### src/inc/ccp_consts.vh
`ifndef CCP_CONSTS_VH
`define CCP_CONSTS_VH
// byte sequencing modes (output command bit)
`define CCP_SEQ_NORMAL 1'b0
`define CCP_SEQ_INCR 1'b1
// byte index limits
`define CCP_LAST_WR_BYTE 2'h3
`define CCP_LAST_RD_BYTE 2'h1
`define CCP_BYTE0 2'h0
// operating mode selector codes
`define CCP_MODE_RUN 3'h0
`define CCP_MODE_HALT 3'h1
`define CCP_MODE_VAR_RATE 3'h2
`define CCP_MODE_ADDR_ENTRY 3'h3
`define CCP_MODE_MEMR 3'h4
`define CCP_MODE_MEMW 3'h5
// register-select code for blank display
`define CCP_SEL_OFF 4'hF
// variable rate limits in steps per second
`define CCP_RATE_MIN 1
`define CCP_RATE_MAX 1000
`define CCP_CLK_HZ 250000000
`define CCP_STEP_MAX_CYC (`CCP_CLK_HZ / `CCP_RATE_MIN)
`define CCP_STEP_MIN_CYC (`CCP_CLK_HZ / `CCP_RATE_MAX)
// reset values
`define CCP_DISP_RST 16'h0000
`endif

### src/core/ccp_console_panel.v
// Overview of operation
// RL1: a switch read returns switch bits 8-15 as byte zero and bits 0-7 as byte one.
// RL2: display bytes 0..3 load second word high, second low, first high, first low.
// RL3: two sequencing modes exist and normal mode always targets byte zero.
// RL4: incremental mode steps to the next byte on each data read or write.
// RL5: a status query returns the mode selector and register-select positions.
// RL6: a variable-rate session starts halted with the address loaded by address entry.
// RL7: execute in variable-rate position starts execution showing the chosen pair.
// RL8: in single-step setting each execute press runs one instruction and refreshes.
// RL9: register-select changes during variable-rate runs retarget the display live.
// RL10: moving from single-step to a continuous rate does not halt the processor.
// RL11: both display words are 16 bits, live in variable/memory modes, static in run.
// RL12: incremental index wraps after byte 3 on writes, byte 1 on reads, zeroed on mode select.
//
// port usage notes:
// - every strobe is a one-cycle pulse, one request per cycle, back to back allowed
// - a command strobe wins over read/write index stepping in the same cycle
// - sense wins over read when both strobes arrive together
// - read and sense answers appear one cycle after the strobe with a valid pulse
// - read data holds its value until the next read or sense answer
// - execute is a level; only its rising edge counts as a press
// - holding execute high through reset gives one press once reset drops
// - a variable-rate session starts on the first press in that position,
//   single-step or not, so a later move to a continuous rate keeps stepping
// - leaving the variable-rate position ends the session without a press
// - program writes to the display words override the live update
// - live update waits for the processor's retire pulse, not for the step pulse
// - the knob maps linearly; integer rounding makes settings between the two ends slightly slow, both ends exact
//
`timescale 1ns/1ps
`include "ccp_consts.vh"
module ccp_console_panel #(
  parameter DW = 28,
  parameter [DW-1:0] STEP_MAX_CYC = `CCP_STEP_MAX_CYC,
  parameter [DW-1:0] STEP_MIN_CYC = `CCP_STEP_MIN_CYC
) (
  input wire I_CLK,               // 250 MHz clock
  input wire I_SYS_RST,           // sync reset, high
  input wire I_CMD_STB,           // output command strobe
  input wire I_CMD_SEQ,           // sequencing mode bit
  input wire I_WR_STB,            // write data strobe
  input wire [7:0] I_WR_DATA,     // write byte
  input wire I_RD_STB,            // read data strobe
  input wire I_SENSE_STB,         // sense status strobe
  input wire [15:0] I_SWITCHES,   // data/address switches
  input wire [2:0] I_MODE_SEL,    // mode selector position
  input wire [3:0] I_REG_SEL,     // register-select position
  input wire I_SINGLE_STEP,       // speed at single-step setting
  input wire [9:0] I_SPEED,       // speed knob, 0 slow
  input wire I_EXECUTE,           // execute press level
  input wire [31:0] I_SEL_PAIR,   // selected register pair value
  input wire I_INSTR_DONE,        // processor finished an instruction
  output reg [7:0] O_RD_DATA,     // read/status byte
  output reg O_RD_VALID,          // read byte valid pulse
  output reg [15:0] O_FIRST_DISP, // first display word
  output reg [15:0] O_SECOND_DISP,// second display word
  output reg O_RUN,               // processor run enable
  output reg O_STEP,              // execute one instruction pulse
  output reg O_LOAD_ADDR,         // load address into status word pulse
  output reg [15:0] O_LOAD_VAL    // address to load
);
  localparam ST_HALT = 2'h0;
  localparam ST_FULL = 2'h1;
  localparam ST_VAR = 2'h2;

  reg seq_reg;
  reg [1:0] wr_idx_reg;
  reg [1:0] rd_idx_reg;
  reg [1:0] st_reg;
  reg [1:0] st_next;
  reg exec_d_reg;
  wire exec_press = I_EXECUTE && !exec_d_reg;
  wire tick;
  wire variable_rate_position = (I_MODE_SEL == `CCP_MODE_VAR_RATE);

  // divider period pieces, product kept wide before the divide
  reg [DW+9:0] span_prod;
  reg [DW+9:0] span_step;
  reg [DW-1:0] div_val;

  // next byte index with wrap
  function [1:0] ccp_next_idx;
    input [1:0] idx;
    input [1:0] last;
    begin
      ccp_next_idx = (idx == last) ? `CCP_BYTE0 : idx + 2'h1;
    end
  endfunction

  // speed knob maps linearly between slowest and fastest period
  // multiply first so short periods in small builds still follow the knob
  always @* begin
    span_prod = {10'h000, STEP_MAX_CYC - STEP_MIN_CYC} * {{DW{1'b0}}, I_SPEED};
    span_step = span_prod / {{DW{1'b0}}, 10'h3FF};
    div_val = STEP_MAX_CYC - span_step[DW-1:0];
  end

  ccp_rate_div #(.W(DW)) u_div (
    .i_clk(I_CLK),
    .i_rst(I_SYS_RST),
    .i_run((st_reg == ST_VAR) && !I_SINGLE_STEP),
    .i_div(div_val),
    .o_tick(tick)
  );

  // sequencing mode and byte indices
  always @(posedge I_CLK) begin
    if (I_SYS_RST) begin
      seq_reg <= `CCP_SEQ_NORMAL;
      wr_idx_reg <= `CCP_BYTE0;
      rd_idx_reg <= `CCP_BYTE0;
    end else if (I_CMD_STB) begin
      seq_reg <= I_CMD_SEQ;
      wr_idx_reg <= `CCP_BYTE0; // [RL12]
      rd_idx_reg <= `CCP_BYTE0; // [RL12]
    end else begin
      if (I_WR_STB && seq_reg == `CCP_SEQ_INCR)
        wr_idx_reg <= ccp_next_idx(wr_idx_reg, `CCP_LAST_WR_BYTE); // [RL4] [RL12]
      if (I_RD_STB && seq_reg == `CCP_SEQ_INCR)
        rd_idx_reg <= ccp_next_idx(rd_idx_reg, `CCP_LAST_RD_BYTE); // [RL4] [RL12]
    end
  end

  // read and status answers
  always @(posedge I_CLK) begin
    if (I_SYS_RST) begin
      O_RD_DATA <= 8'h00;
      O_RD_VALID <= 1'b0;
    end else begin
      O_RD_VALID <= I_RD_STB || I_SENSE_STB;
      if (I_SENSE_STB)
        O_RD_DATA <= {1'b0, I_MODE_SEL, I_REG_SEL}; // [RL5]
      else if (I_RD_STB) begin
        // normal mode index stays at zero
        if (rd_idx_reg == `CCP_BYTE0) // [RL3]
          O_RD_DATA <= I_SWITCHES[15:8]; // [RL1]
        else
          O_RD_DATA <= I_SWITCHES[7:0]; // [RL1]
      end
    end
  end

  // console sequencing state
  always @* begin
    st_next = st_reg;
    case (st_reg)
      ST_HALT: begin
        if (exec_press && I_MODE_SEL == `CCP_MODE_RUN)
          st_next = ST_FULL;
        else if (exec_press && variable_rate_position)
          st_next = ST_VAR; // [RL7] [RL10]
      end
      ST_FULL: begin
        if (exec_press && I_MODE_SEL == `CCP_MODE_HALT)
          st_next = ST_HALT;
      end
      ST_VAR: begin
        if (exec_press && I_MODE_SEL == `CCP_MODE_HALT)
          st_next = ST_HALT;
        else if (!variable_rate_position)
          st_next = ST_HALT;
      end
      default: st_next = ST_HALT;
    endcase
  end

  // execution control outputs
  always @(posedge I_CLK) begin
    if (I_SYS_RST) begin
      st_reg <= ST_HALT;
      exec_d_reg <= 1'b0;
      O_RUN <= 1'b0;
      O_STEP <= 1'b0;
      O_LOAD_ADDR <= 1'b0;
      O_LOAD_VAL <= 16'h0000;
    end else begin
      st_reg <= st_next;
      exec_d_reg <= I_EXECUTE;
      O_RUN <= (st_next == ST_FULL);
      // address entry only while halted
      O_LOAD_ADDR <= exec_press && st_reg == ST_HALT &&
                     I_MODE_SEL == `CCP_MODE_ADDR_ENTRY; // [RL6]
      if (exec_press && st_reg == ST_HALT && I_MODE_SEL == `CCP_MODE_ADDR_ENTRY)
        O_LOAD_VAL <= I_SWITCHES; // [RL6]
      // steps: one per press single-step, per tick otherwise; speed change keeps going
      O_STEP <= (variable_rate_position && I_SINGLE_STEP && exec_press &&
                 st_reg != ST_FULL) || // [RL8]
                (st_reg == ST_VAR && tick); // [RL10]
    end
  end

  // display words: program loads, live tracking in variable and memory modes
  always @(posedge I_CLK) begin
    if (I_SYS_RST) begin
      O_FIRST_DISP <= `CCP_DISP_RST;
      O_SECOND_DISP <= `CCP_DISP_RST;
    end else if (I_WR_STB) begin
      case (wr_idx_reg) // [RL2] [RL3]
        2'h0: O_SECOND_DISP[15:8] <= I_WR_DATA;
        2'h1: O_SECOND_DISP[7:0] <= I_WR_DATA;
        2'h2: O_FIRST_DISP[15:8] <= I_WR_DATA;
        default: O_FIRST_DISP[7:0] <= I_WR_DATA;
      endcase
    end else if (st_reg != ST_FULL && I_INSTR_DONE &&
                 (variable_rate_position || I_MODE_SEL == `CCP_MODE_MEMR ||
                  I_MODE_SEL == `CCP_MODE_MEMW)) begin // [RL11]
      // selection read each update so switch changes show at the next retire pulse
      if (I_REG_SEL == `CCP_SEL_OFF) begin // [RL9]
        O_FIRST_DISP <= 16'h0000;
        O_SECOND_DISP <= 16'h0000;
      end else begin
        O_FIRST_DISP <= I_SEL_PAIR[31:16]; // [RL7] [RL8]
        O_SECOND_DISP <= I_SEL_PAIR[15:0];
      end
    end
  end
endmodule // ccp_console_panel

### src/core/ccp_rate_div.v
`timescale 1ns/1ps
`include "ccp_consts.vh"
// programmable divider giving one-cycle step enables
module ccp_rate_div #(
  parameter W = 28
) (
  input wire i_clk,         // clock
  input wire i_rst,         // sync reset
  input wire i_run,         // divider active
  input wire [W-1:0] i_div, // period in cycles
  output reg o_tick         // step pulse
);
  reg [W-1:0] cnt_reg;
  // count down, pulse on expiry, reload with current period
  always @(posedge i_clk) begin
    if (i_rst || !i_run) begin
      cnt_reg <= {W{1'b0}};
      o_tick <= 1'b0;
    end else if (cnt_reg == {W{1'b0}}) begin
      cnt_reg <= i_div - {{(W-1){1'b0}}, 1'b1};
      o_tick <= 1'b1;
    end else begin
      cnt_reg <= cnt_reg - {{(W-1){1'b0}}, 1'b1};
      o_tick <= 1'b0;
    end
  end
endmodule // ccp_rate_div

### config.mk
export PLATFORM = sky130hd
export DESIGN_NAME = ccp_console_panel
export DESIGN_NICKNAME = d
export VERILOG_FILES = /design/src/core/ccp_console_panel.v /design/src/core/ccp_rate_div.v
export VERILOG_INCLUDE_DIRS = /design/src /design/src/inc
export SDC_FILE = /design/constraint.sdc
export NUM_CORES = 1
export LEC_CHECK = 0
export BUFFER_PORTS_ARGS = -buffer_cell sky130_fd_sc_hd__buf_2
export CORE_MARGIN = 3
export CORE_UTILIZATION = 40
export CTS_CLUSTER_DIAMETER = 200
export DETAILED_ROUTE_END_ITERATION = 16
export HOLD_SLACK_MARGIN = 0.02
export SLEW_MARGIN = 20
export SYNTH_ARGS = -nofsm -noshare
export SYNTH_HDL_FRONTEND = slang
export SYNTH_SLANG_ARGS = --single-unit
### constraint.sdc
create_clock -name I_CLK -period 36.1 [get_ports I_CLK]
set_clock_uncertainty 0.05 [all_clocks]
set_input_delay 1.805 -clock I_CLK [delete_from_list [all_inputs] [get_ports I_CLK]]
set_output_delay 1.805 -clock I_CLK [all_outputs]
set_load 0.005 [all_outputs]
== After elaboration in Yosys (flattened, before gate mapping) ==
Index checks and enable logic that the tools add are counted.

* Input bits: 83
* Output and inout bits: 60
* Word-level logic and storage cells: 103
* Register bits: 97

* Multiply operators: 1
* Multiplexer cells: 23
* Add/subtract/negate cells: 5
* Equality and inequality tests: 18
* Reduce and logical (&&, ||, !) cells: 37
* Divide/modulo/power cells: 1

{| class="wikitable"
|+ Operator list
! cell !! count
|-
| two-way mux 16 bit || 6
|-
| subtractor 28 x 1 -> 28 bit, second input constant || 2
|-
| two-way mux 8 bit || 5
|-
| divider 38 x 10 -> 38 bit, second input constant || 1
|-
| multiplier 24 x 10 -> 34 bit, first input constant || 1
|-
| logical NOT 28 bit || 1
|-
| two-way mux 28 bit || 1
|-
| subtractor 28 bit, first input constant || 1
|-
| logical AND 1 bit || 15
|-
| two-way mux 2 bit || 7
|-
| two-way mux 7 bit || 2
|-
| == test 2 x 1 -> 1 bit, second input constant || 4
|-
| inequality test 2 x 1 -> 1 bit, second input constant || 4
|-
| AND reduction 2 bit || 4
|-
| == test 2 bit, second input constant || 3
|-
| == test 3 x 2 -> 1 bit, second input constant || 2
|-
| == test 3 bit, second input constant || 2
|-
| logical NOT 2 bit || 3
|-
| one-hot mux 2 bit (3 select lines) || 1
|-
| logical OR 1 bit || 5
|-
| adder 2 x 1 -> 2 bit, second input constant || 2
|-
| == test 4 bit, second input constant || 1
|-
| nonzero test 2 bit || 2
|-
| OR reduction 2 bit || 2
|-
| 6 further kinds || 8
|}

== Depth between registers and ports, before layout ==
* Word-level depth: 7
* Mapped depth: 109

== Cells and area by module ==
Synthesis repeated with hierarchy kept, for this count alone.

* Cells, all modules: 2,714
* Area, all modules: 20,158.1 sq um

{| class="wikitable"
|+ By module, submodules not included
! module !! cells each !! sequential area each (sq um) !! area an instance (sq um) !! instances
|-
| ccp_console_panel || 2,433 || 1,361.3 || 17,963.5 || 1
|-
| ccp_rate_div || 281 || 580.6 || 2,194.6 || 1
|}

== Worst setup path before layout ==
Ideal clock, no wire load.

* Kind: input to register
* Start point: in I_SPEED[7]
* End point: reg u_div.cnt_reg[0]
* Path slack: 10.581 ns
* Path buffers: 12
* Arrival time: 25.382 ns
* Cell stages on the path: 96
* Path through: fa_1 -> inv_1 -> fa_1 -> fa_1 -> fa_1 -> fa_1 -> inv_1 -> ha_1 -> buf_6 -> nand4_2 -> or3_4 -> a2111oi_4 -> or4_1 -> nand4_2 -> nor4_4 -> and4_4 -> buf_8 -> mux2_1 -> (+60 left out) -> nand2_1 -> o21ai_0 -> ha_1 -> inv_1 -> a21oi_1 -> nor2_1 -> o22ai_1 -> o211a_1 -> ha_1 -> clkbuf_4 -> o21ai_0 -> a21oi_1 -> and3_1 -> nor2_1 -> ha_1 -> nor3b_1 -> nand4_1 -> o31ai_1

* Longest elaborated chain between the ends: 5

{| class="wikitable"
|+ RTL lines
! what !! line !! source
|-
| start: declaration || ccp_console_panel.v:49 || <nowiki>input wire [9:0] I_SPEED,</nowiki>
|-
| multiplier 24 x 10 -> 34 bit || ccp_console_panel.v:93 || <nowiki>span_prod = {10'h000, STEP_MAX_CYC - STEP_MIN_CYC} * {{DW{1'b0}}, I_SPEED};</nowiki>
|-
| divider 38 x 10 -> 38 bit || ccp_console_panel.v:94 || <nowiki>span_step = span_prod / {{DW{1'b0}}, 10'h3FF};</nowiki>
|-
| subtractor 28 bit || ccp_console_panel.v:95 || <nowiki>div_val = STEP_MAX_CYC - span_step[DW-1:0];</nowiki>
|-
| subtractor 28 x 1 -> 28 bit || ccp_rate_div.v:20 || <nowiki>cnt_reg <= i_div - {{(W-1){1'b0}}, 1'b1};</nowiki>
|-
| two-way mux 28 bit || ccp_rate_div.v:19 || <nowiki>end else if (cnt_reg == {W{1'b0}}) begin</nowiki>
|-
| end signal: assignment || ccp_rate_div.v:17 || <nowiki>cnt_reg <= {W{1'b0}};</nowiki>
|-
| end signal: assignment || ccp_rate_div.v:20 ||
|-
| end signal: assignment || ccp_rate_div.v:23 || <nowiki>cnt_reg <= cnt_reg - {{(W-1){1'b0}}, 1'b1};</nowiki>
|-
| end: declaration || ccp_rate_div.v:13 || <nowiki>reg [W-1:0] cnt_reg;</nowiki>
|}

No other way between the ends.
A chain may end at the register's enable or synchronous reset.

== Final worst setup path ==
Same ends and word-level chain as after synthesis.

==> results.sh <==
export IMPL_tns_ns=0
export IMPL_cts_root_buf="clkbuf_16"
export IMPL_clock_sinks=97
export IMPL_hold_viol_final=0
export IMPL_timing_final_crit_share_pct=81.76
export IMPL_r2r_setup_slack_ns=33.29
export IMPL_dp_slack_ns=6.584
export IMPL_netlist_top_cells_area="dfxtp_1 (9.7%), ha_1 (7.3%), fa_1 (6.8%)"
export IMPL_min_to="u_div.cnt_reg[11]"
export IMPL_tightest_slew_ns=1.014
export IMPL_ios=143
export IMPL_cts_hold_buf=0
export IMPL_dr_pass1_iters=7
export IMPL_crit_arrival_ns=29.73
export IMPL_grt_first_pass_wirelength_um=101700
export IMPL_cts_buffers=9
export IMPL_regArea_um2=1942
export IMPL_yosysTopAreaCell="dfxtp_1"
export IMPL_nets=2909
export IMPL_ys_ff_latch=97
export IMPL_finalSetupViolations=0
export IMPL_portBuffers=142
export IMPL_hpwl_um=51810
export IMPL_die_area_um2=52520
export IMPL_die_width_um=229.2
export IMPL_postRouteAntennaNets=0
export IMPL_slew_viol_final=0
export IMPL_ys_top_cells_by_count="nor2_1 (249), nand2_1 (202), a21oi_1 (173)"
export IMPL_track_usage_pct=22.71
export IMPL_antenna_found_initial=0
export IMPL_ys_warn_count=0
export IMPL_synthToLayoutAreaGrowth_pct=6.205
export IMPL_avgViaCountPerCell=6.285
export IMPL_whs_path_depth=2
export IMPL_critical_path_max_stage_delay_ns=0.91
export IMPL_drv_cap=0
export IMPL_drive_above_1_share_pct=16.86
export IMPL_die_y_um=229.2
export IMPL_worstPathRequired_ns=36.31
export IMPL_ff2ff_path_depth=9
export IMPL_setup_slack_ns=6.583
export IMPL_postCtsResizedCells=0
export IMPL_largest_reg_flops=28
export IMPL_end_kind="register"
export IMPL_drt_initial_drc_count=1756
export IMPL_slowest_stage="o32ai_1"
export IMPL_relSlewSlack_pct=31.93
export IMPL_fmax_mhz=33.88
export IMPL_start_util_pct=40.61
export IMPL_cts_setup_buffers=0
export IMPL_rsz0062_at_grt="no"
export IMPL_critical_path_class="in -> reg"
export IMPL_grt_pass1_vias=19480
export IMPL_status="finished clean"
export IMPL_gr_total_overflow=0
export IMPL_route_vias_total=20800
export IMPL_syn_num_nets=2845
export IMPL_fillers=5062
export IMPL_syn_area_per_cell_um2=7.731
export IMPL_clock_path_buffers=2
export IMPL_drt_total_wl_um=62820
export IMPL_fin_hold_ws_ns=0.4367
export IMPL_num_rows=81
export IMPL_r2r_start="u_div.cnt_reg[6]"
export IMPL_critical_path_peak_fanout=20
export IMPL_core_area_um2=49050
export IMPL_synthArstFlopShare_pct=0
export IMPL_crit_path_start_kind="input pin"
export IMPL_antennaDiodeCount=0
export IMPL_seq_area_frac_synth_pct=9.748
export IMPL_synth_top_area_share_pct=9.748
export IMPL_yosysMostFrequentCell="nor2_1"
export IMPL_min_from="u_div.cnt_reg[11]"
export IMPL_wire_per_inst_um=18.98
export IMPL_h_tree_depth=3
export IMPL_cts_tree="done"
export IMPL_hp_class="reg -> reg"
export IMPL_place_gp_congestion=0.9778
export IMPL_synth_area_um2=19920
export IMPL_synth_edf_count=0
export IMPL_synth_cells=2577
export IMPL_r2r_end="u_div.cnt_reg[0]"
export IMPL_grt_start_max_net_pins=70
export IMPL_drc=0
export IMPL_clock_latency_ns=0.35
export IMPL_fin_crit_ns=29.52
export IMPL_ys_types=172
export IMPL_multi_input_area_um2=16750
export IMPL_clk_pin_slew_ns=0.07
export IMPL_ys_flop_type="dfxtp_1"
==> critical path: cells and delay by family <==
kind                       cells  cell delay [ns]
AOI/OAI and AO/OA             36            11.85
xor gates and xnor gates       3             0.81
buffers and inverters          6             0.65
and+or+nand+nor               30             9.44
muxes                          3             1.18
adders and majority gates      9             3.92
==> stage by stage <==
| stage | area (um^2) | cells | utilization [%] |
|---|---|---|---|
| after floorplan | 19920 | 2577 | - |
| after CTS | 21150 | 3310 | 43.12 |
| final | 21160 | 3310 | 43.13 |
| after global routing | 21160 | 3310 | 43.13 |
| after detailed placement | 20840 | 3294 | 42.49 |
| after global placement | 20840 | 3294 | 42.49 |
==> per-layer routing <==
layer / track usage, % / part of all wire (%) / vias up
met2: 39.41 / 48 / 738
met3: 1.915 / 5.2 / 88
li1: - / - / 9905
met4: 5.235 / 1.9 / 0
met5: 0 / 0 / -
met1: 30.61 / 45 / 10070
==> cell usage in the layout, fill, tap and decap left out, types with 49 or more instances in the layout <==
cell type    n
nor2_1     249
nand2_1    202
a21oi_1    173
inv_1      145
buf_2      142
ha_1       117
dfxtp_1     97
nand3_1     95
nor3_1      91
xnor2_1     91
o21ai_0     89
a211oi_1    86
fa_1        68
nand4_1     49
==> logic make-up after synthesis <==
| kind of cell | synth area share, % |
|---|---|
| flops | 9.748 |
| fa+ha+maj | 14.33 |
| buf+inv | 6.224 |
| simple gates | 28.41 |
| xor+xnor | 6.369 |
| mux | 2.933 |
| compound gates | 31.98 |
==> final cells by class <==
| class | instances | area share, % |
|---|---|---|
| Multi-Input combinational cell | 2237 | 79.19 |
| Sequential cell | 97 | 9.178 |
| Tap cell | 664 | 3.927 |
| Timing Repair Buffer | 151 | 3.678 |
| Inverter | 145 | 2.572 |
| Clock buffer | 12 | 1.212 |
| Clock inverter | 4 | 0.2425 |
==> how the worst max path moves through the flow <==
stage	slack (ns)	from	to
global route	4.83	I_SPEED[7]	u_div.cnt_reg[0]
CTS	6.85	I_SPEED[7]	u_div.cnt_reg[0]
global placement	7.10	I_SPEED[7]	u_div.cnt_reg[0]
floorplan	10.58	I_SPEED[7]	u_div.cnt_reg[0]
finish	6.58	I_SPEED[7]	u_div.cnt_reg[0]
detailed placement	6.58	I_SPEED[7]	u_div.cnt_reg[0]
Power is left out: the tool's default activity adds up to more than one toggle a clock period on the data nets, which glitch-free logic cannot reach.
